[src/hw/oa_defs.svh]
// Constants for the one-shot converter averaging controller
`ifndef OA_DEFS_SVH
`define OA_DEFS_SVH

// ----------------------------------------------------------------
// Clock and sampling period
// ----------------------------------------------------------------
`define OA_SYS_CLK_HZ 50000000
`define OA_PERIOD_US 5000
`define OA_PERIOD_CYC ((`OA_SYS_CLK_HZ / 1000000) * `OA_PERIOD_US)

// ----------------------------------------------------------------
// Converter register map, reached over the converter's own port
// ----------------------------------------------------------------
`define OA_DEV_CTRL0 8'h00
`define OA_DEV_CTRL1 8'h01
`define OA_DEV_IRQCS 8'h02
`define OA_DEV_RES0 8'h04
`define OA_DEV_PORTDIR 8'h08
`define OA_CTRL0_START 0
`define OA_IRQCS_DONE 0
// One-shot mode, converter clock, software trigger, channel 0
`define OA_DEV_CFG_VAL 16'h0004
// Port 1 bit 0 as input
`define OA_DEV_PORT_IN 16'h0000
`define OA_DEV_START_VAL 16'h0001
`define OA_DEV_CLR_VAL 16'h0000

// ----------------------------------------------------------------
// Averaging
// ----------------------------------------------------------------
`define OA_SAMPLES 4'hA
`define OA_KEEP_SHIFT 3

// ----------------------------------------------------------------
// Own register map on AHB-Lite (byte addresses)
// ----------------------------------------------------------------
`define OA_REG_CTRL 8'h00
`define OA_REG_STATUS 8'h04
`define OA_REG_CLEAR 8'h08
`define OA_REG_IRQ_EN 8'h0C
`define OA_REG_RESULT 8'h10
`define OA_REG_LIVE 8'h14
`define OA_CTRL_RUN 0
`define OA_EV_FINAL 0
`define OA_EV_MISSED 1
`define OA_EV_W 2
`define OA_RESULT_VALID 16

`endif

[src/hw/oa_pkg.sv]
// Types shared by the averaging controller
package oa_pkg;
    typedef enum logic [3:0] {
        OA_S_CFG_MODE = 4'b0000,
        OA_S_CFG_PORT = 4'b0001,
        OA_S_WAIT_TICK = 4'b0010,
        OA_S_START = 4'b0011,
        OA_S_POLL = 4'b0100,
        OA_S_CLR = 4'b0101,
        OA_S_READ = 4'b0110,
        OA_S_CALC = 4'b0111
    } oa_state_t;
endpackage

[src/hw/oa_tick_if.sv]
// Link between the sequencer and its period timer
`timescale 1ns/1ns
interface oa_tick_if;
    logic run;
    logic tick;
    modport timer (input run, output tick);
    modport ctrl (output run, input tick);
endinterface

[src/hw/oa_avg_ctrl.sv]
// Sequencer driving a one-shot converter and averaging ten samples
`timescale 1ns/1ns
`include "oa_defs.svh"

// Notes on behaviour
// - A conversion is started on each tick of a 5 ms period timer that finds the sequencer waiting; a tick while busy starts none.
// - The converter is set up for one-shot mode, one conversion per start.
// - The dedicated converter clock is chosen as conversion clock.
// - Conversions start by software trigger, not by a hardware trigger.
// - Only analog channel 0 is sampled, its port pin set as input.
// - A conversion begins by writing 1 to the conversion start bit.
// - The controller clears the done flag and adds the result to a sum.
// - A result strictly above the stored maximum replaces it.
// - A result strictly below the stored minimum replaces it.
// - Ten conversions are taken before a final value is computed.
// - The final value is sum less maximum and minimum, divided by eight.
module oa_avg_ctrl #(
    parameter int unsigned PERIOD_CYC = `OA_PERIOD_CYC,
    parameter int RES_W = 10,
    parameter int SUM_W = 16
) (
    input wire logic sys_clk, // System clock, 50 MHz
    input wire logic rst, // Synchronous reset, high
    input wire logic hsel, // AHB slave select
    input wire logic [31:0] haddr, // AHB address
    input wire logic [1:0] htrans, // AHB transfer type
    input wire logic hwrite, // AHB write
    input wire logic [2:0] hsize, // AHB size, word only
    input wire logic [31:0] hwdata, // AHB write data
    input wire logic hready, // AHB bus ready
    output logic [31:0] hrdata, // AHB read data
    output logic hreadyout, // AHB slave ready
    output logic hresp, // AHB response, always OKAY
    output logic irq, // Level interrupt
    output logic [7:0] dev_addr, // Converter register address
    output logic [15:0] dev_wdata, // Converter write data
    output logic dev_wr, // Converter write strobe
    output logic dev_rd, // Converter read strobe
    input wire logic [15:0] dev_rdata // Converter read data, same cycle
);
    // ------------------------------------------------------------
    // Declarations
    // ------------------------------------------------------------
    oa_pkg::oa_state_t state_r, state_nxt;
    oa_tick_if tk ();
    logic [SUM_W-1:0] sum_r;
    logic [RES_W-1:0] max_r, min_r, final_r;
    logic [3:0] cnt_r;
    logic final_valid_r;
    logic [7:0] dev_addr_r, dev_addr_nxt;
    logic [15:0] dev_wdata_r, dev_wdata_nxt;
    logic run_r;
    logic [`OA_EV_W-1:0] status_r, irq_en_r, ev_w;
    logic [31:0] rdata_r;
    logic [7:0] ap_addr_r;
    logic ap_wr_r;

    // Low result bits of a converter word
    function automatic logic [RES_W-1:0] res_of(input logic [15:0] w);
        res_of = w[RES_W-1:0];
    endfunction

    // ------------------------------------------------------------
    // Period timer
    // ------------------------------------------------------------
    assign tk.run = run_r;

    oa_period_timer #(
        .PERIOD_CYC(PERIOD_CYC)
    ) u_timer (
        .sys_clk(sys_clk),
        .rst(rst),
        .tk(tk)
    );

    // ------------------------------------------------------------
    // Sequencer
    // ------------------------------------------------------------
    wire done_w = dev_rdata[`OA_IRQCS_DONE];
    wire [RES_W-1:0] sample_w = res_of(dev_rdata);
    wire [SUM_W-1:0] sum_add_w = sum_r + SUM_W'(sample_w);
    wire [SUM_W-1:0] trim_w = sum_r - SUM_W'(max_r) - SUM_W'(min_r);
    wire [RES_W-1:0] mean_w = RES_W'(trim_w >> `OA_KEEP_SHIFT);
    wire last_w = (cnt_r == `OA_SAMPLES - 4'h1);

    // Next state; setup runs once after reset
    always_comb begin
        state_nxt = state_r;
        case (state_r)
            oa_pkg::OA_S_CFG_MODE: state_nxt = oa_pkg::OA_S_CFG_PORT;
            oa_pkg::OA_S_CFG_PORT: state_nxt = oa_pkg::OA_S_WAIT_TICK;
            oa_pkg::OA_S_WAIT_TICK: begin
                if (tk.tick) begin
                    state_nxt = oa_pkg::OA_S_START;
                end
            end
            oa_pkg::OA_S_START: state_nxt = oa_pkg::OA_S_POLL;
            oa_pkg::OA_S_POLL: begin
                // Finish is seen by the flag the converter raises
                if (done_w) begin
                    state_nxt = oa_pkg::OA_S_CLR;
                end
            end
            oa_pkg::OA_S_CLR: state_nxt = oa_pkg::OA_S_READ;
            oa_pkg::OA_S_READ: begin
                state_nxt = last_w ? oa_pkg::OA_S_CALC
                                   : oa_pkg::OA_S_WAIT_TICK;
            end
            oa_pkg::OA_S_CALC: state_nxt = oa_pkg::OA_S_WAIT_TICK;
            default: state_nxt = oa_pkg::OA_S_CFG_MODE;
        endcase
    end

    // Converter address and data for the access of the next state
    always_comb begin
        dev_addr_nxt = `OA_DEV_CTRL0;
        dev_wdata_nxt = `OA_DEV_CLR_VAL;
        case (state_nxt)
            oa_pkg::OA_S_CFG_MODE: begin
                dev_addr_nxt = `OA_DEV_CTRL1;
                dev_wdata_nxt = `OA_DEV_CFG_VAL;
            end
            oa_pkg::OA_S_CFG_PORT: begin
                dev_addr_nxt = `OA_DEV_PORTDIR;
                dev_wdata_nxt = `OA_DEV_PORT_IN;
            end
            oa_pkg::OA_S_START: begin
                dev_addr_nxt = `OA_DEV_CTRL0;
                dev_wdata_nxt = `OA_DEV_START_VAL;
            end
            oa_pkg::OA_S_POLL: dev_addr_nxt = `OA_DEV_IRQCS;
            oa_pkg::OA_S_CLR: begin
                dev_addr_nxt = `OA_DEV_IRQCS;
                dev_wdata_nxt = `OA_DEV_CLR_VAL;
            end
            oa_pkg::OA_S_READ: dev_addr_nxt = `OA_DEV_RES0;
            default: dev_addr_nxt = `OA_DEV_CTRL0;
        endcase
    end

    // State and converter access registers
    always_ff @(posedge sys_clk) begin
        if (rst) begin
            state_r <= oa_pkg::OA_S_CFG_MODE;
            dev_addr_r <= `OA_DEV_CTRL1;
            dev_wdata_r <= `OA_DEV_CFG_VAL;
        end else begin
            state_r <= state_nxt;
            dev_addr_r <= dev_addr_nxt;
            dev_wdata_r <= dev_wdata_nxt;
        end
    end

    // Strobes follow the state; the start bit self-clears in the device
    assign dev_wr = (state_r == oa_pkg::OA_S_CFG_MODE)
                 || (state_r == oa_pkg::OA_S_CFG_PORT)
                 || (state_r == oa_pkg::OA_S_START)
                 || (state_r == oa_pkg::OA_S_CLR);
    assign dev_rd = (state_r == oa_pkg::OA_S_POLL)
                 || (state_r == oa_pkg::OA_S_READ);
    assign dev_addr = dev_addr_r;
    assign dev_wdata = dev_wdata_r;

    // Accumulate one sample, or close the group of ten
    always_ff @(posedge sys_clk) begin
        if (rst || state_r == oa_pkg::OA_S_CALC) begin
            sum_r <= '0;
            cnt_r <= 4'h0;
            max_r <= '0;
            min_r <= '1;
        end else if (state_r == oa_pkg::OA_S_READ) begin
            sum_r <= sum_add_w;
            cnt_r <= cnt_r + 4'h1;
            if (sample_w > max_r) max_r <= sample_w;
            if (sample_w < min_r) min_r <= sample_w;
        end
    end

    // Final value stays until the next group replaces it
    always_ff @(posedge sys_clk) begin
        if (rst) begin
            final_r <= '0;
            final_valid_r <= 1'b0;
        end else if (state_r == oa_pkg::OA_S_CALC) begin
            final_r <= mean_w;
            final_valid_r <= 1'b1;
        end
    end

    // ------------------------------------------------------------
    // Events and interrupt
    // ------------------------------------------------------------
    // A tick while busy means the period is too short for the device
    assign ev_w[`OA_EV_FINAL] = (state_r == oa_pkg::OA_S_CALC);
    assign ev_w[`OA_EV_MISSED] = tk.tick
        && (state_r != oa_pkg::OA_S_WAIT_TICK);

    // ------------------------------------------------------------
    // AHB-Lite slave, zero wait states
    // ------------------------------------------------------------
    wire ap_take_w = hsel && htrans[1] && hready;
    wire dp_wr_w = ap_wr_r;
    wire [`OA_EV_W-1:0] clr_w = (dp_wr_w && ap_addr_r == `OA_REG_CLEAR)
        ? hwdata[`OA_EV_W-1:0] : '0;
    wire [31:0] live_w = {20'h00000, cnt_r, 4'h0, 4'(state_r)};
    wire [31:0] result_w = {15'h0000, final_valid_r,
        16'(final_r)};

    // Read mux, latched at the address phase
    always_comb begin
        case (haddr[7:0])
            `OA_REG_CTRL: rdata_r = {31'h0000_0000, run_r};
            `OA_REG_STATUS: rdata_r = 32'(status_r);
            `OA_REG_IRQ_EN: rdata_r = 32'(irq_en_r);
            `OA_REG_RESULT: rdata_r = result_w;
            `OA_REG_LIVE: rdata_r = live_w;
            default: rdata_r = 32'h0000_0000;
        endcase
    end

    // Address phase capture and read data
    always_ff @(posedge sys_clk) begin
        if (rst) begin
            ap_wr_r <= 1'b0;
            ap_addr_r <= 8'h00;
            hrdata <= 32'h0000_0000;
        end else begin
            ap_wr_r <= ap_take_w && hwrite;
            ap_addr_r <= haddr[7:0];
            if (ap_take_w && !hwrite) hrdata <= rdata_r;
        end
    end

    // Control registers; a set in the clear cycle survives
    always_ff @(posedge sys_clk) begin
        if (rst) begin
            run_r <= 1'b0;
            irq_en_r <= '0;
            status_r <= '0;
        end else begin
            if (dp_wr_w && ap_addr_r == `OA_REG_CTRL) begin
                run_r <= hwdata[`OA_CTRL_RUN];
            end
            if (dp_wr_w && ap_addr_r == `OA_REG_IRQ_EN) begin
                irq_en_r <= hwdata[`OA_EV_W-1:0];
            end
            status_r <= (status_r & ~clr_w) | ev_w;
        end
    end

    assign hreadyout = 1'b1;
    assign hresp = 1'b0;
    assign irq = |(status_r & irq_en_r);
endmodule

[src/hw/oa_period_timer.sv]
// Period timer, counting only while running, giving one tick pulse per sampling period
`timescale 1ns/1ns
`include "oa_defs.svh"
module oa_period_timer #(
    parameter int unsigned PERIOD_CYC = `OA_PERIOD_CYC
) (
    input wire logic sys_clk, // System clock
    input wire logic rst, // Synchronous reset, high
    oa_tick_if.timer tk // Run in, tick out
);
    logic [31:0] cnt_r;
    logic tick_r;
    wire last_w = (cnt_r == 32'(PERIOD_CYC - 1));

    // Count only while running; restart from zero when stopped
    always_ff @(posedge sys_clk) begin
        if (rst || !tk.run) begin
            cnt_r <= 32'h0000_0000;
            tick_r <= 1'b0;
        end else begin
            cnt_r <= last_w ? 32'h0000_0000 : cnt_r + 32'h0000_0001;
            tick_r <= last_w;
        end
    end

    assign tk.tick = tick_r;
endmodule

[config.mk]
export PLATFORM = sky130hd
export DESIGN_NAME = oa_avg_ctrl
export DESIGN_NICKNAME = d
export VERILOG_FILES = /design/src/hw/oa_pkg.sv /design/src/hw/oa_tick_if.sv /design/src/hw/oa_avg_ctrl.sv /design/src/hw/oa_period_timer.sv
export VERILOG_INCLUDE_DIRS = /design/src /design/src/hw
export SDC_FILE = /design/constraint.sdc
export NUM_CORES = 1
export LEC_CHECK = 0
export ABC_AREA = 1
export ABC_CLOCK_PERIOD_IN_PS = 2900
export BUFFER_PORTS_ARGS = -buffer_cell sky130_fd_sc_hd__buf_2
export CORE_MARGIN = 2
export CORE_UTILIZATION = 54
export CTS_CLUSTER_DIAMETER = 80
export DETAILED_ROUTE_END_ITERATION = 10
export GPL_TIMING_DRIVEN = 0
export PLACE_DENSITY = 0.8
export SYNTH_ARGS = -nofsm -noshare
export SYNTH_HDL_FRONTEND = slang
export SYNTH_HIERARCHICAL = 1
export SYNTH_SLANG_ARGS = --single-unit
[constraint.sdc]
create_clock -name sys_clk -period 2.9 [get_ports sys_clk]
set_clock_uncertainty 0.2 [all_clocks]
set_input_delay 0.725 -clock sys_clk [delete_from_list [all_inputs] [get_ports sys_clk]]
set_output_delay 0.725 -clock sys_clk [all_outputs]
set_load 0.02 [all_outputs]
# Word level (Yosys, flattened, before mapping)
# Cells that the tools add are included.
dict set report word_totals {
  reg_bits 158
  wordCells 83
}
dict set report classes {
  add_sub_neg 5
  magnitude_cmp 2
  eq_ne 21
  n_mux 8
  bitwise 4
  n_reduce_logical 26
}
# operator count
set op_table {}
lappend op_table {{$pmux W17 S5} 1}
lappend op_table {{$add A32 B1 Y32 const B} 1}
lappend op_table {{$eq A32 B18 Y1 const B} 1}
lappend op_table {{$eq A4 B3 Y1 const B} 7}
lappend op_table {{$pmux W4 S7} 1}
lappend op_table {{$sub A13 B10 Y13} 2}
lappend op_table {{$eq A8 B4 Y1 const B} 3}
lappend op_table {{$add A16 B10 Y16} 1}
lappend op_table {{$eq A8 B5 Y1 const B} 2}
lappend op_table {{$logic_not A8 Y1} 2}
lappend op_table {{$pmux W4 S4} 1}
lappend op_table {{$eq A4 B2 Y1 const B} 3}
lappend op_table {{$gt A10 B10 Y1} 1}
lappend op_table {{$lt A10 B10 Y1} 1}
lappend op_table {{$eq A4 B1 Y1 const B} 2}
lappend op_table {{$eq A8 B3 Y1 const B} 1}
lappend op_table {{$logic_and A1 B1 Y1} 8}
lappend op_table {{$logic_not A4 Y1} 2}
lappend op_table {{$mux W4} 2}
lappend op_table {{$reduce_or A2 Y1} 4}
lappend op_table {{$logic_or A1 B1 Y1} 6}
lappend op_table {{$pmux W3 S2} 1}
lappend op_table {{$add A4 B1 Y4 const B} 1}
lappend op_table {{$and A2 B2 Y2} 2}
lappend op_table {{8 further kinds} 10}

# Depth between registers and ports, before layout
# Gate-level depths: netlist of run 1.
dict set report logic_depth {
  depth_word 6
  depth_mapped 13
  depth_no_buf 13
}

# Cells and area by module
# The synthesis of run 1 kept the hierarchy.
# mod instances cells_per_inst area_per_inst_um2 seq_area_each_um2
set modules_own_cells {}
lappend modules_own_cells {oa_avg_ctrl 1 853 5624.1 1681.6}
lappend modules_own_cells {oa_period_timer 1 321 2098.3 660.6}

# Worst setup path before layout of run 1
# Ideal clock, no wire load.
dict set report synth_path {
  path_type {input -> register}
  startpoint {input dev_rdata[0]}
  endpoint {register sum_r[6]}
  setup_ns 0.109
  t_arrival_ns 1.881
  slack_ns 0.710
  stages 9
  n_path_buf 0
  path_cell_list {ha_1 inv_1 fa_1 o21bai_1 nand2_1 nand3_1 nand3_1 nand2_1 inv_1}
}
dict set report synth_between {
  elab_chain_len 1
}
# element line_no
set synth_rtl {}
lappend synth_rtl {{start: declaration} oa_avg_ctrl.sv:39} ;# input wire logic [15:0] dev_rdata
lappend synth_rtl {{$add A16 B10 Y16} oa_avg_ctrl.sv:81} ;# wire [SUM_W-1:0] sum_add_w = sum_r + SUM_W'(sample_w);
lappend synth_rtl {{end signal: assignment} oa_avg_ctrl.sv:172} ;# sum_r <= sum_add_w;
lappend synth_rtl {{end: declaration} oa_avg_ctrl.sv:46} ;# logic [SUM_W-1:0] sum_r;
# Every way passes these cells.
# A chain may end at the register's enable or synchronous reset.

# Worst setup path in the final report of run 1
dict set report layout_path {
  startpoint {register state_r[3]}
  endpoint {output dev_wr}
}
dict set report layout_between {
  elab_chain_len 4
  elab_cells_between_ends 7
  cone_classes {eq/ne (3); reduce/logical (4)}
}
# element line_no
set layout_rtl {}
lappend layout_rtl {{start: declaration} oa_avg_ctrl.sv:44} ;# oa_pkg::oa_state_t state_r, state_nxt;
lappend layout_rtl {{start signal: assignment} oa_avg_ctrl.sv:144} ;# state_r <= oa_pkg::OA_S_CFG_MODE;
lappend layout_rtl {{start signal: assignment} oa_avg_ctrl.sv:148} ;# state_r <= state_nxt;
lappend layout_rtl {{$eq A4 B1 Y1 / $logic_not A4 Y1 (equally long branches)} {oa_avg_ctrl.sv:156, oa_avg_ctrl.sv:155}}
lappend layout_rtl {{$logic_or A1 B1 Y1} oa_avg_ctrl.sv:156} ;# || (state_r == oa_pkg::OA_S_CFG_PORT)
lappend layout_rtl {{$logic_or A1 B1 Y1} oa_avg_ctrl.sv:157} ;# || (state_r == oa_pkg::OA_S_START)
lappend layout_rtl {{$logic_or A1 B1 Y1 *} oa_avg_ctrl.sv:158} ;# || (state_r == oa_pkg::OA_S_CLR);
lappend layout_rtl {{end: declaration} oa_avg_ctrl.sv:37} ;# output logic dev_wr,
# Every way passes the cells marked *; elsewhere a longest branch is shown, timed or not.

==> impl_metrics.csv, run 1 <==
group,metric,value,unit
worst_setup_path,reg2reg_to,"final_r[8]",
floorplan,i_o_pin_count,151,
job,drv_cap,0,
power_and_ir_drop,ir_worst_vdd,394.9,uV
synthesis,synth-warning-count,6,
global_routing,grt-ovfl-total,0,
worst_setup_path,worst_ep_required_time,1.98,ns
clock_tree,post-cts-setup-buffers,0,
layout,final_cell_count_without_fillers,1471,
worst_setup_path,worst_setup_path_end_kind,"primary output",
synthesis,yosys_register_bits,117,
detailed_routing,initial_drc_count,545,
layout,fillers,1272,
power_and_ir_drop,power-per-cell-area,466.6,nW/um^2
clock_tree,clkTransAtPathRegs,0.06,ns
global_routing,grt_pass1_vias,6695,
floorplan,starting_utilization_of_the_core_area,0.5542,
worst_setup_path,crit_path_buf_inv_count,3,
floorplan,fp.coreArea,13930,um^2
timing,slew-limit-headroom,0.6299,
synthesis,synth_area_per_cell,6.578,um^2
synthesis,top_area_cells_in_the_synthesized_netlist,"dfxtp_1 30%, nand2_1 15%, nor2_1 8.3%",
timing,timing.final.max_slew_violations,0,
global_routing,grt_pass1_wl,30070,um
timing,hold_slack,0.2522,ns
global_routing,maximum_number_of_pins_on_one_net_before_global_route_repair,17,
layout,antenna_cells_inserted,0,
global_routing,number_of_antenna_violations_at_the_first_check_in_global_routing,0,
timing,min_period_over_period,0.8543,
floorplan,die-height,123.6,um
synthesis,synthesis.area,7722,um^2
synthesis,syn_inst,1174,
clock_tree,cts_root_buffer,"clkbuf_16",
synthesis,number_of_different_library_cells_in_the_post_synthesis_netlist,38,
detailed_routing,routed_wl_per_cell,12.24,um
layout,drive_gt1_frac,0.1673,
worst_setup_path,rr_worst_depth,12,
timing,time_the_worst_path_needs_with_i_o_delays_and_setup,2.477,ns
clock_tree,holdBufCountCts,0,
place,buffer_ports.inserted,47,
timing,final.setup.tns,0,ns
floorplan,die_width,123.6,um
detailed_routing,remaining_drcs,0,
worst_setup_path,r2r_setup_slack,0.44,ns
detailed_routing,final_antenna_net_count,0,
outcome,status,"finished clean",
layout,post_route_cell_area,8967,um^2
place,placedCellCount,1439,
timing,finalHoldViolations,0,
floorplan,die_area,15270,um^2
layout,design.final.nets,1421,
layout,finish.utilization,0.6435,
worst_setup_path,setup.worst_path.start_class,"flop",
clock_tree,clock_tree.htree_level_count,4,
detailed_routing,drt-vias-per-instance,4.885,
clock_tree,cts_made_buffers,17,
hold_path,min_path_type,"flop to flop",
layout,multiInputGateArea,4434,um^2
detailed_routing,total_iterations_of_the_first_detailed_routing_run,6,
worst_setup_path,reg2reg_from,"max_r[5]",
floorplan,rows,43,
place,detailed_place_hpwl,13750,um
timing,max_freq,403.7,MHz
synthesis,postSynth.topFlopCell,"dfxtp_1",
hold_path,min_from,"min_r[2]",
synthesis,fraction_of_synthesized_cell_area_taken_by_the_top_area_cell_type,0.3033,
layout,area_delta_synth_final,16.12,%
synthesis,synth_enable_flop_cells,0,
layout,ff_latch_area,2342,um^2
worst_setup_path,critical_path.slowest_cell,"dfxtp_1",
synthesis,yosysTopAreaCell,"dfxtp_1",
global_routing,track_usage,0.2489,
worst_setup_path,critical_path.most_common_cell,"inv_1",
worst_setup_path,criticalPathCategory,"flop to primary output",
timing,final-setup-viol-count,0,
clock_tree,tritoncts_clock_tree,"built",
synthesis,yosysSeqAreaShare,0.3033,
worst_setup_path,slowest_delay,0.36,ns
clock_tree,postCtsResizedCells,0,
hold_path,timing.hold.worst_path_depth,2,
hold_path,worst_hold_path.endpoint,"min_r[2]",
synthesis,synthArstFlopShare,0,
clock_tree,max-clock-path-buffers,2,
worst_setup_path,crit_arrival,1.55,ns
place,gp_routability_congestion,0.9074,
timing,worstMarginPinSlew,0.5532,ns
timing,grt_setup_unrepaired,"no",
power_and_ir_drop,leakage,0.004525,uW
clock_tree,cts_num_sinks,117,
place,placedInstanceArea,8325,um^2
clock_tree,worstSkewPairLatency,0.42,ns
worst_setup_path,crit_path_max_fanout,5,
worst_setup_path,crit_path_cell_trace,"inv_1 -> nand2_2 -> inv_1 -> nand2_1 -> a21oi_1 -> buf_2",
detailed_routing,vias,7186,
detailed_routing,drt-total-wl,18000,um
worst_setup_path,critical-path-top-delay-family,"buffers and inverters",
[worst register-to-register path, delay by kind of cell, from the launching register on]
family / cells / cell delay (ns)
AND/OR/NAND/NOR: 7 / 0.57
AO/OA/AOI/OAI: 1 / 0.18
flip-flops: 1 / 0.33
buffers and inverters: 2 / 0.18
adder cells (fa/ha/maj): 2 / 0.91
[power by group]
part           switching (uW)  leakage, uW  total (uW)  internal (uW)
Combinational             172      0.00327         266           94.3
Sequential               6.77     0.000946        1630           1620
Clock                     829     0.000313        2290           1460
Total                    1010      0.00453        4180           3180
[worst max path at each step]
stage / from / end / slack [ns] / cells past startpoint
finish: state_r[3] / dev_wr / 0.42 / 6
global route: max_r[7] / final_r[8] / 0.27 / 12
CTS: state_r[2] / dev_wr / 0.40 / 5
detailed placement: dev_rdata[9] / max_r[4] / 0.30 / 10
global placement: dev_rdata[0] / sum_r[8] / 0.30 / 10
floorplan: dev_rdata[0] / sum_r[6] / 0.71 / 9
[cells in the mapped netlist (12+ instances only)]
cell type and instances:
nand3_1 85, ha_1 43, inv_1 169, nor2_2 49, o21ai_0 25, xor2_1 14
nand4_1 14, buf_4 40, nand2_1 304, nor2_1 171, a21oi_1 48, nand2_2 12
dfxtp_1 117, buf_2 12
[kinds of logic after synthesis]
kind of cell | share of synthesized area
flops | 0.3033
compound gates | 0.05914
fa+ha+maj | 0.09559
xor+xnor | 0.02382
other cells | 0.0009725
simple gates | 0.3762
buf+inv | 0.1410
[metal layers]
metal,global-route usage,share of wire
met1,0.3164,0.45
met2,0.4193,0.48
met3,0.04899,0.058
met4,0.09091,0.017
met5,0,0
[cells in the final DEF, fill, tap and decap left out, types with 5 or more instances in the layout]
cell type  count
nor2_1       171
nand2_2       12
xor2_1        14
conb_1        40
fa_1          10
nand4_1       14
nand3_1       85
a21oi_1       48
buf_2         59
buf_4         40
dfxtp_1      117
nand2_1      304
inv_1        169
xnor2_1        7
nor2_4         6
inv_6          5
nor3_1         5
clkbuf_16     17
o21ai_0       25
nor2_2        49
inv_2          5
clkbuf_1       8
ha_1          43
[metrics by stage]
stage	setup WS (ns)	power (uW)
2_1_floorplan	0.7104	1857
3_3_place_gp	0.3003	1919
3_5_place_dp	0.2979	1922
4_1_cts	0.3962	4204
5_1_grt	0.2676	4318
6_report	0.4226	4184
[area by class of cell]
cell class	count	share of cell area
repair buffers	47	0.02623
flip-flops and latches	117	0.2612
plain buffers	64	0.04856
well taps	180	0.02512
clock inverters	15	0.02414
clock buffers	17	0.04744
inverters	174	0.07283
multi-input cells	857	0.4945
[state kept, by name (all words and copies together), names as in the netlist, 8 cells and up]
name,count
ap_addr_r,8
final_r,10
hrdata,13
max_r,10
min_r,10
sum_r,13
u_timer/cnt_r,32
(Power assumes the default switching activity.)
==> run 2, diff against run 1 <==
- ABC_CLOCK_PERIOD_IN_PS: 2900 -> 2990
- PLACE_DENSITY: 0.8 -> 0.81
- SYNTH_HIERARCHICAL: 1 -> default
- clock period: 2.9 -> 2.99 ns (I/O delays scaled with it)
==> impl_metrics.csv, run 2 <==
group,metric,value,unit
hold_path,timing.hold.worst_path_depth,2,
synthesis,number_of_different_library_cells_in_the_post_synthesis_netlist,40,
timing,final.setup.tns,0,ns
synthesis,postSynth.topFlopCell,"dfxtp_1",
global_routing,grt_pass1_vias,6548,
detailed_routing,drt-total-wl,18110,um
place,placedInstanceArea,7996,um^2
layout,drive_gt1_frac,0.1365,
detailed_routing,final_antenna_net_count,0,
worst_setup_path,critPathLaunch,"max_r[5]",
clock_tree,max-clock-path-buffers,2,
hold_path,min_path_type,"flop to flop",
global_routing,grt_pass1_wl,30130,um
global_routing,grt-ovfl-total,0,
worst_setup_path,crit_arrival,2.58,ns
timing,grt_setup_unrepaired,"no",
timing,final-setup-viol-count,0,
power_and_ir_drop,leakage,0.004101,uW
floorplan,die-height,121.1,um
clock_tree,cts_root_buffer,"clkbuf_16",
timing,timing.final.max_slew_violations,0,
layout,reg_top3,"u_timer.cnt_r (32), hrdata (13), sum_r (13)",
place,buffer_ports.inserted,47,
clock_tree,clkTransAtPathRegs,0.06,ns
worst_setup_path,reg2reg_from,"max_r[5]",
clock_tree,cts_num_sinks,118,
timing,worstMarginPinSlew,0.5232,ns
synthesis,synth_commonest_cells,"278 x nand2_1, 166 x nor2_1, 146 x inv_1",
worst_setup_path,worst_ep_required_time,3.10,ns
hold_path,min_from,"min_r[8]",
place,detailed_place_hpwl,13620,um
layout,fillers,1209,
floorplan,rows,42,
worst_setup_path,rr_worst_depth,12,
clock_tree,clock_tree.htree_level_count,4,
timing,min_period_over_period,0.8274,
synthesis,yosysTopAreaCell,"dfxtp_1",
timing,finalHoldViolations,0,
clock_tree,post-cts-setup-buffers,0,
layout,largest_register_ff_count,32,
layout,area_delta_synth_final,16.02,%
synthesis,synthMuxAreaShare,0,
timing,postLayoutSetupSlackWorst,0.5160,ns
clock_tree,cts_made_buffers,17,
synthesis,syn_inst,1107,
detailed_routing,vias,7143,
timing,time_the_worst_path_needs_with_i_o_delays_and_setup,2.474,ns
timing,max_freq,404.2,MHz
place,placedCellCount,1368,
layout,multiInputGateArea,4151,um^2
job,drv_cap,0,
floorplan,starting_utilization_of_the_core_area,0.5565,
place,gp_routability_congestion,0.9735,
detailed_routing,routed_wl_per_cell,12.94,um
clock_tree,tritoncts_clock_tree,"built",
clock_tree,postCtsResizedCells,0,
power_and_ir_drop,ir_worst_vdd,343.7,uV
synthesis,synthesis.area,7398,um^2
worst_setup_path,criticalPathCategory,"flop to flop",
synthesis,top_area_cells_in_the_synthesized_netlist,"dfxtp_1 32%, nand2_1 14%, nor2_1 8.4%",
synthesis,synth_enable_flop_cells,0,
clock_tree,worstSkewPairLatency,0.42,ns
synthesis,synth_compound_gate_area_share,0.08371,
synthesis,synth-warning-count,0,
layout,post_route_cell_area,8583,um^2
power_and_ir_drop,power-per-cell-area,453.5,nW/um^2
synthesis,synth_fa_ha_area_frac,0.09978,
layout,commonest_cells_after_routing_fill_and_taps_aside,"278 x nand2_1, 166 x nor2_1, 146 x inv_1",
synthesis,fraction_of_synthesized_cell_area_taken_by_the_top_area_cell_type,0.3193,
worst_setup_path,worst_setup_path_end_kind,"flop",
layout,final_cell_count_without_fillers,1399,
worst_setup_path,setup.worst_path.start_class,"flop",
global_routing,maximum_number_of_pins_on_one_net_before_global_route_repair,17,
layout,layout.cells.most_common,"nand2_1",
synthesis,yosys_register_bits,118,
synthesis,synth_area_per_cell,6.683,um^2
outcome,status,"finished clean",
detailed_routing,total_iterations_of_the_first_detailed_routing_run,5,
synthesis,dominant_combinational_cell_family_by_area_after_synthesis,"simple AND/OR/NAND/NOR gates",
clock_tree,holdBufCountCts,0,
detailed_routing,remaining_drcs,0,
layout,design.final.nets,1354,
synthesis,post_synth_and_or_nand_nor_area_fraction,0.3349,
floorplan,i_o_pin_count,151,
global_routing,track_usage,0.2558,
floorplan,fp.coreArea,13300,um^2
synthesis,synth_most_common_cell,"nand2_1",
floorplan,die_width,121.1,um
synthesis,synthXorXnorAreaFrac,0.02249,
global_routing,number_of_antenna_violations_at_the_first_check_in_global_routing,0,
floorplan,die_area,14650,um^2
detailed_routing,drt-vias-per-instance,5.106,
worst_setup_path,crit_path_max_fanout,5,
layout,ff_latch_area,2362,um^2
synthesis,synthArstFlopShare,0,
detailed_routing,initial_drc_count,646,
timing,slew-limit-headroom,0.6499,
layout,antenna_cells_inserted,0,
place,preCtsSetupSlack,0.2724,ns
layout,max_flop_register,"u_timer.cnt_r",
synthesis,yosysSeqAreaShare,0.3193,
==> run 2: cell count changes after synthesis, sizes merged, moves of 4 or more <==
| cell | change |
|---|---|
| a21oi | +25 |
| nand3 | -11 |
| nand2 | -34 |
| nor2 | -49 |
| inv | -18 |
| nor3 | +10 |
| clkbuf | -6 |
| nand4 | +5 |
| o21ai | -4 |
==> run 2: layer usage <==
metal,vias to the layer above,GRT usage,share of wire
li1,3630,-,-
met3,40,0.04981,0.067
met4,0,0.08794,0.020
met1,3233,0.3307,0.44
met5,-,0,0
met2,240,0.4263,0.47
==> run 2: area by class of cell <==
type,count,area share
multi-input cells,810,0.4837
well taps,176,0.02566
flip-flops and latches,118,0.2752
clock inverters,13,0.01720
clock buffers,18,0.05117
inverters,157,0.06866
plain buffers,60,0.05102
repair buffers,47,0.02741
==> run 2: critical path, stage by stage, from the launching register on <==
cell,delay [ns]
dfxtp_1,0.32
inv_1,0.08
fa_1,0.50
ha_1,0.39
nand2_1,0.10
inv_1,0.10
nand2_1,0.08
nor2_1,0.11
nand2_1,0.08
nand3_1,0.10
nand2_1,0.07
a21oi_1,0.19
nor2_1,0.06
==> run 2: cell families after synthesis <==
logic type               Yosys count
AO/OA/AOI/OAI                    115
AND/OR/NAND/NOR                  583
buffers and inverters            217
flip-flops                       118
XOR/XNOR                          19
other                              2
adder cells (fa/ha/maj)           53
==> run 2: worst paths after layout <==
path | endpoint | slack [ns]
min reg2reg | min_r[8] | 0.25
max reg2reg | final_r[8] | 0.52
max | final_r[8] | 0.52
min | min_r[8] | 0.25
==> run 2: per-stage QoR <==
| step | total power [uW] | hold WS [ns] | util |
|---|---|---|---|
| finish | 3893 | 0.2525 | 0.6456 |
| global route | 4005 | 0.2763 | 0.6456 |
| CTS | 3909 | 0.2536 | 0.6456 |
| detailed placement | 1878 | 0.2398 | 0.6014 |
| global placement | 1874 | 0.2373 | 0.6014 |
| floorplan | 1815 | 0.2257 | - |
==> run 2: power by group <==
group	total [uW]	leakage [uW]	internal [uW]	switching, uW
sequential	1590	0.000954	1580	6.40
clock	2040	0.000275	1250	790
combinational	261	0.00287	91.7	169
==> run 3, diff against run 2 <==
- ABC_CLOCK_PERIOD_IN_PS: 2990 -> 2360
- clock period: 2.99 -> 2.36 ns (I/O delays scaled with it)
==> impl_metrics.csv, run 3 (synthesis results as in run 2) <==
group,metric,value,unit
outcome,status,"finished clean",
clock_tree,holdBufCountCts,0,
detailed_routing,wl_met1,7967,um
layout,drive_gt1_frac,0.1658,
layout,largest_register_ff_count,32,
global_routing,track_usage,0.2577,
detailed_routing,total_iterations_of_the_first_detailed_routing_run,5,
power_and_ir_drop,leakage,0.004131,uW
timing,slew-limit-headroom,0.6437,
layout,layout.cells.most_common,"nand2_1",
detailed_routing,vias,7207,
layout,multiInputGateArea,4297,um^2
timing,final.setup.tns,0,ns
worst_setup_path,reg2reg_from,"max_r[5]",
detailed_routing,drt-total-wl,18290,um
worst_setup_path,crit_arrival,2.43,ns
place,detailed_place_hpwl,13620,um
layout,max_flop_register,"u_timer.cnt_r",
layout,design.final.nets,1355,
worst_setup_path,worst_ep_required_time,2.48,ns
layout,area_delta_synth_final,18.25,%
clock_tree,max-clock-path-buffers,2,
global_routing,grt_pass1_wl,30300,um
layout,finish.utilization,0.6580,
layout,fillers,1182,
detailed_routing,final_antenna_net_count,0,
place,buffer_ports.inserted,47,
global_routing,grt-ovfl-total,0,
clock_tree,worstSkewPairLatency,0.42,ns
timing,grt_setup_unrepaired,"yes",
worst_setup_path,setup.worst_path.start_class,"flop",
hold_path,worst_hold_path.endpoint,"ap_addr_r[1]",
place,placedCellCount,1368,
timing,final-setup-viol-count,0,
layout,antenna_cells_inserted,0,
clock_tree,clock_tree.htree_level_count,4,
worst_setup_path,crit_path_max_fanout,5,
timing,max_freq,432.7,MHz
timing,timing.final.max_slew_violations,0,
clock_tree,cts_made_buffers,17,
floorplan,i_o_pin_count,151,
clock_tree,tritoncts_clock_tree,"built",
worst_setup_path,rr_worst_depth,13,
power_and_ir_drop,ir_worst_vdd,437.3,uV
detailed_routing,routed-wl-met3,1280,um
worst_setup_path,worst_setup_path_end_kind,"flop",
hold_path,timing.hold.worst_path_depth,3,
hold_path,min_from,"haddr[1]",
global_routing,maximum_number_of_pins_on_one_net_before_global_route_repair,17,
power_and_ir_drop,power-per-cell-area,564.5,nW/um^2
hold_path,min_path_type,"primary input to flop",
power_and_ir_drop,power.total,4938,uW
floorplan,fp.coreArea,13300,um^2
detailed_routing,initial_drc_count,637,
timing,time_the_worst_path_needs_with_i_o_delays_and_setup,2.311,ns
layout,final_cell_count_without_fillers,1400,
worst_setup_path,reg2reg_to,"final_r[9]",
place,gp_routability_congestion,0.9735,
clock_tree,clkTransAtPathRegs,0.06,ns
floorplan,rows,42,
floorplan,starting_utilization_of_the_core_area,0.5565,
detailed_routing,met2_length,8698,um
detailed_routing,drt-vias-per-instance,5.148,
timing,finalHoldViolations,0,
job,drv_cap,0,
layout,ff_latch_area,2371,um^2
worst_setup_path,criticalPathCategory,"flop to flop",
timing,worstMarginPinSlew,0.5325,ns
global_routing,grt_pass1_vias,6578,
layout,commonest_cells_after_routing_fill_and_taps_aside,"270 x nand2_1, 164 x nor2_1, 141 x inv_1",
global_routing,number_of_antenna_violations_at_the_first_check_in_global_routing,0,
floorplan,die-height,121.1,um
clock_tree,cts_num_sinks,118,
timing,min_period_over_period,0.9792,
detailed_routing,top_signal_layer_used,"met4",
layout,reg_top3,"u_timer.cnt_r (32), hrdata (13), sum_r (13)",
worst_setup_path,r2r_setup_slack,0.05,ns
detailed_routing,remaining_drcs,0,
floorplan,die_width,121.1,um
detailed_routing,routed_wl_per_cell,13.07,um
floorplan,die_area,14650,um^2
clock_tree,cts_root_buffer,"clkbuf_16",
==> run 3: cell types whose count changed in the layout (fill, tap and decap cells not counted), sizes merged <==
cell / delta
buf: +1
==> run 3: metrics by stage <==
| stage | instance area, um^2 | worst slack [ns] | hold slack, ns |
|---|---|---|---|
| 3_5_place_dp | 7996 | -0.2001 | 0.2398 |
| 4_1_cts | 8663 | -0.01133 | 0.1782 |
| 6_report | 8748 | 0.04912 | 0.1829 |
| 3_3_place_gp | 7996 | -0.1391 | 0.2373 |
| 5_1_grt | 8748 | -0.03334 | 0.1993 |
| 2_1_floorplan | 7541 | 0.2553 | 0.2257 |
==> run 3: per-layer routing <==
| layer | track usage | vias to the layer above |
|---|---|---|
| met5 | 0 | - |
| met4 | 0.08794 | 0 |
| met3 | 0.04981 | 37 |
| met2 | 0.4294 | 284 |
| met1 | 0.3334 | 3260 |
| li1 | - | 3626 |
==> run 3: power by group <==
part	switching, uW	leakage [uW]	internal (uW)
logic	214	0.00290	117
registers	8.14	0.000953	2010
clock network	1010	0.000275	1590
total	1230	0.00413	3710
==> run 3: layout make-up <==
| cell class | instances | area share |
|---|---|---|
| Tap cell | 176 | 0.02517 |
| Clock inverter | 13 | 0.01688 |
| Buffer | 60 | 0.05020 |
| Inverter | 157 | 0.06736 |
| Timing Repair Buffer | 48 | 0.02803 |
| Sequential cell | 118 | 0.2710 |
| Multi-Input combinational cell | 810 | 0.4911 |
| Clock buffer | 18 | 0.05020 |
==> run 3: repair_timing <==
item                                    in CTS  in global routing
buffers inserted                             0                  1
endpoints found under the setup margin       2                 20
gates resized for setup                      8                 32
pin swaps                                    1                  9
==> run 3: worst max path at each step <==
stage | startpoint | end | slack [ns] | cells past startpoint
3_5_place_dp | dev_rdata[9] | max_r[7] | -0.20 | 10
4_1_cts | max_r[4] | final_r[8] | -0.01 | 12
6_report | max_r[5] | final_r[9] | 0.05 | 13
3_3_place_gp | dev_rdata[9] | max_r[7] | -0.14 | 10
5_1_grt | max_r[5] | final_r[9] | -0.03 | 13
2_1_floorplan | max_r[5] | final_r[8] | 0.26 | 12
==> run 3: critical path, stage by stage, from the launching register on <==
cell and delay (ns):
dfxtp_1 0.32, inv_1 0.08, fa_2 0.58, ha_4 0.23, nand2_1 0.08, nand2_1 0.09
nand2_1 0.09, nand2_2 0.07, nand2_2 0.07, nand3_2 0.08, nand2_1 0.06, nand3_1 0.11
nand2_1 0.09, inv_1 0.04
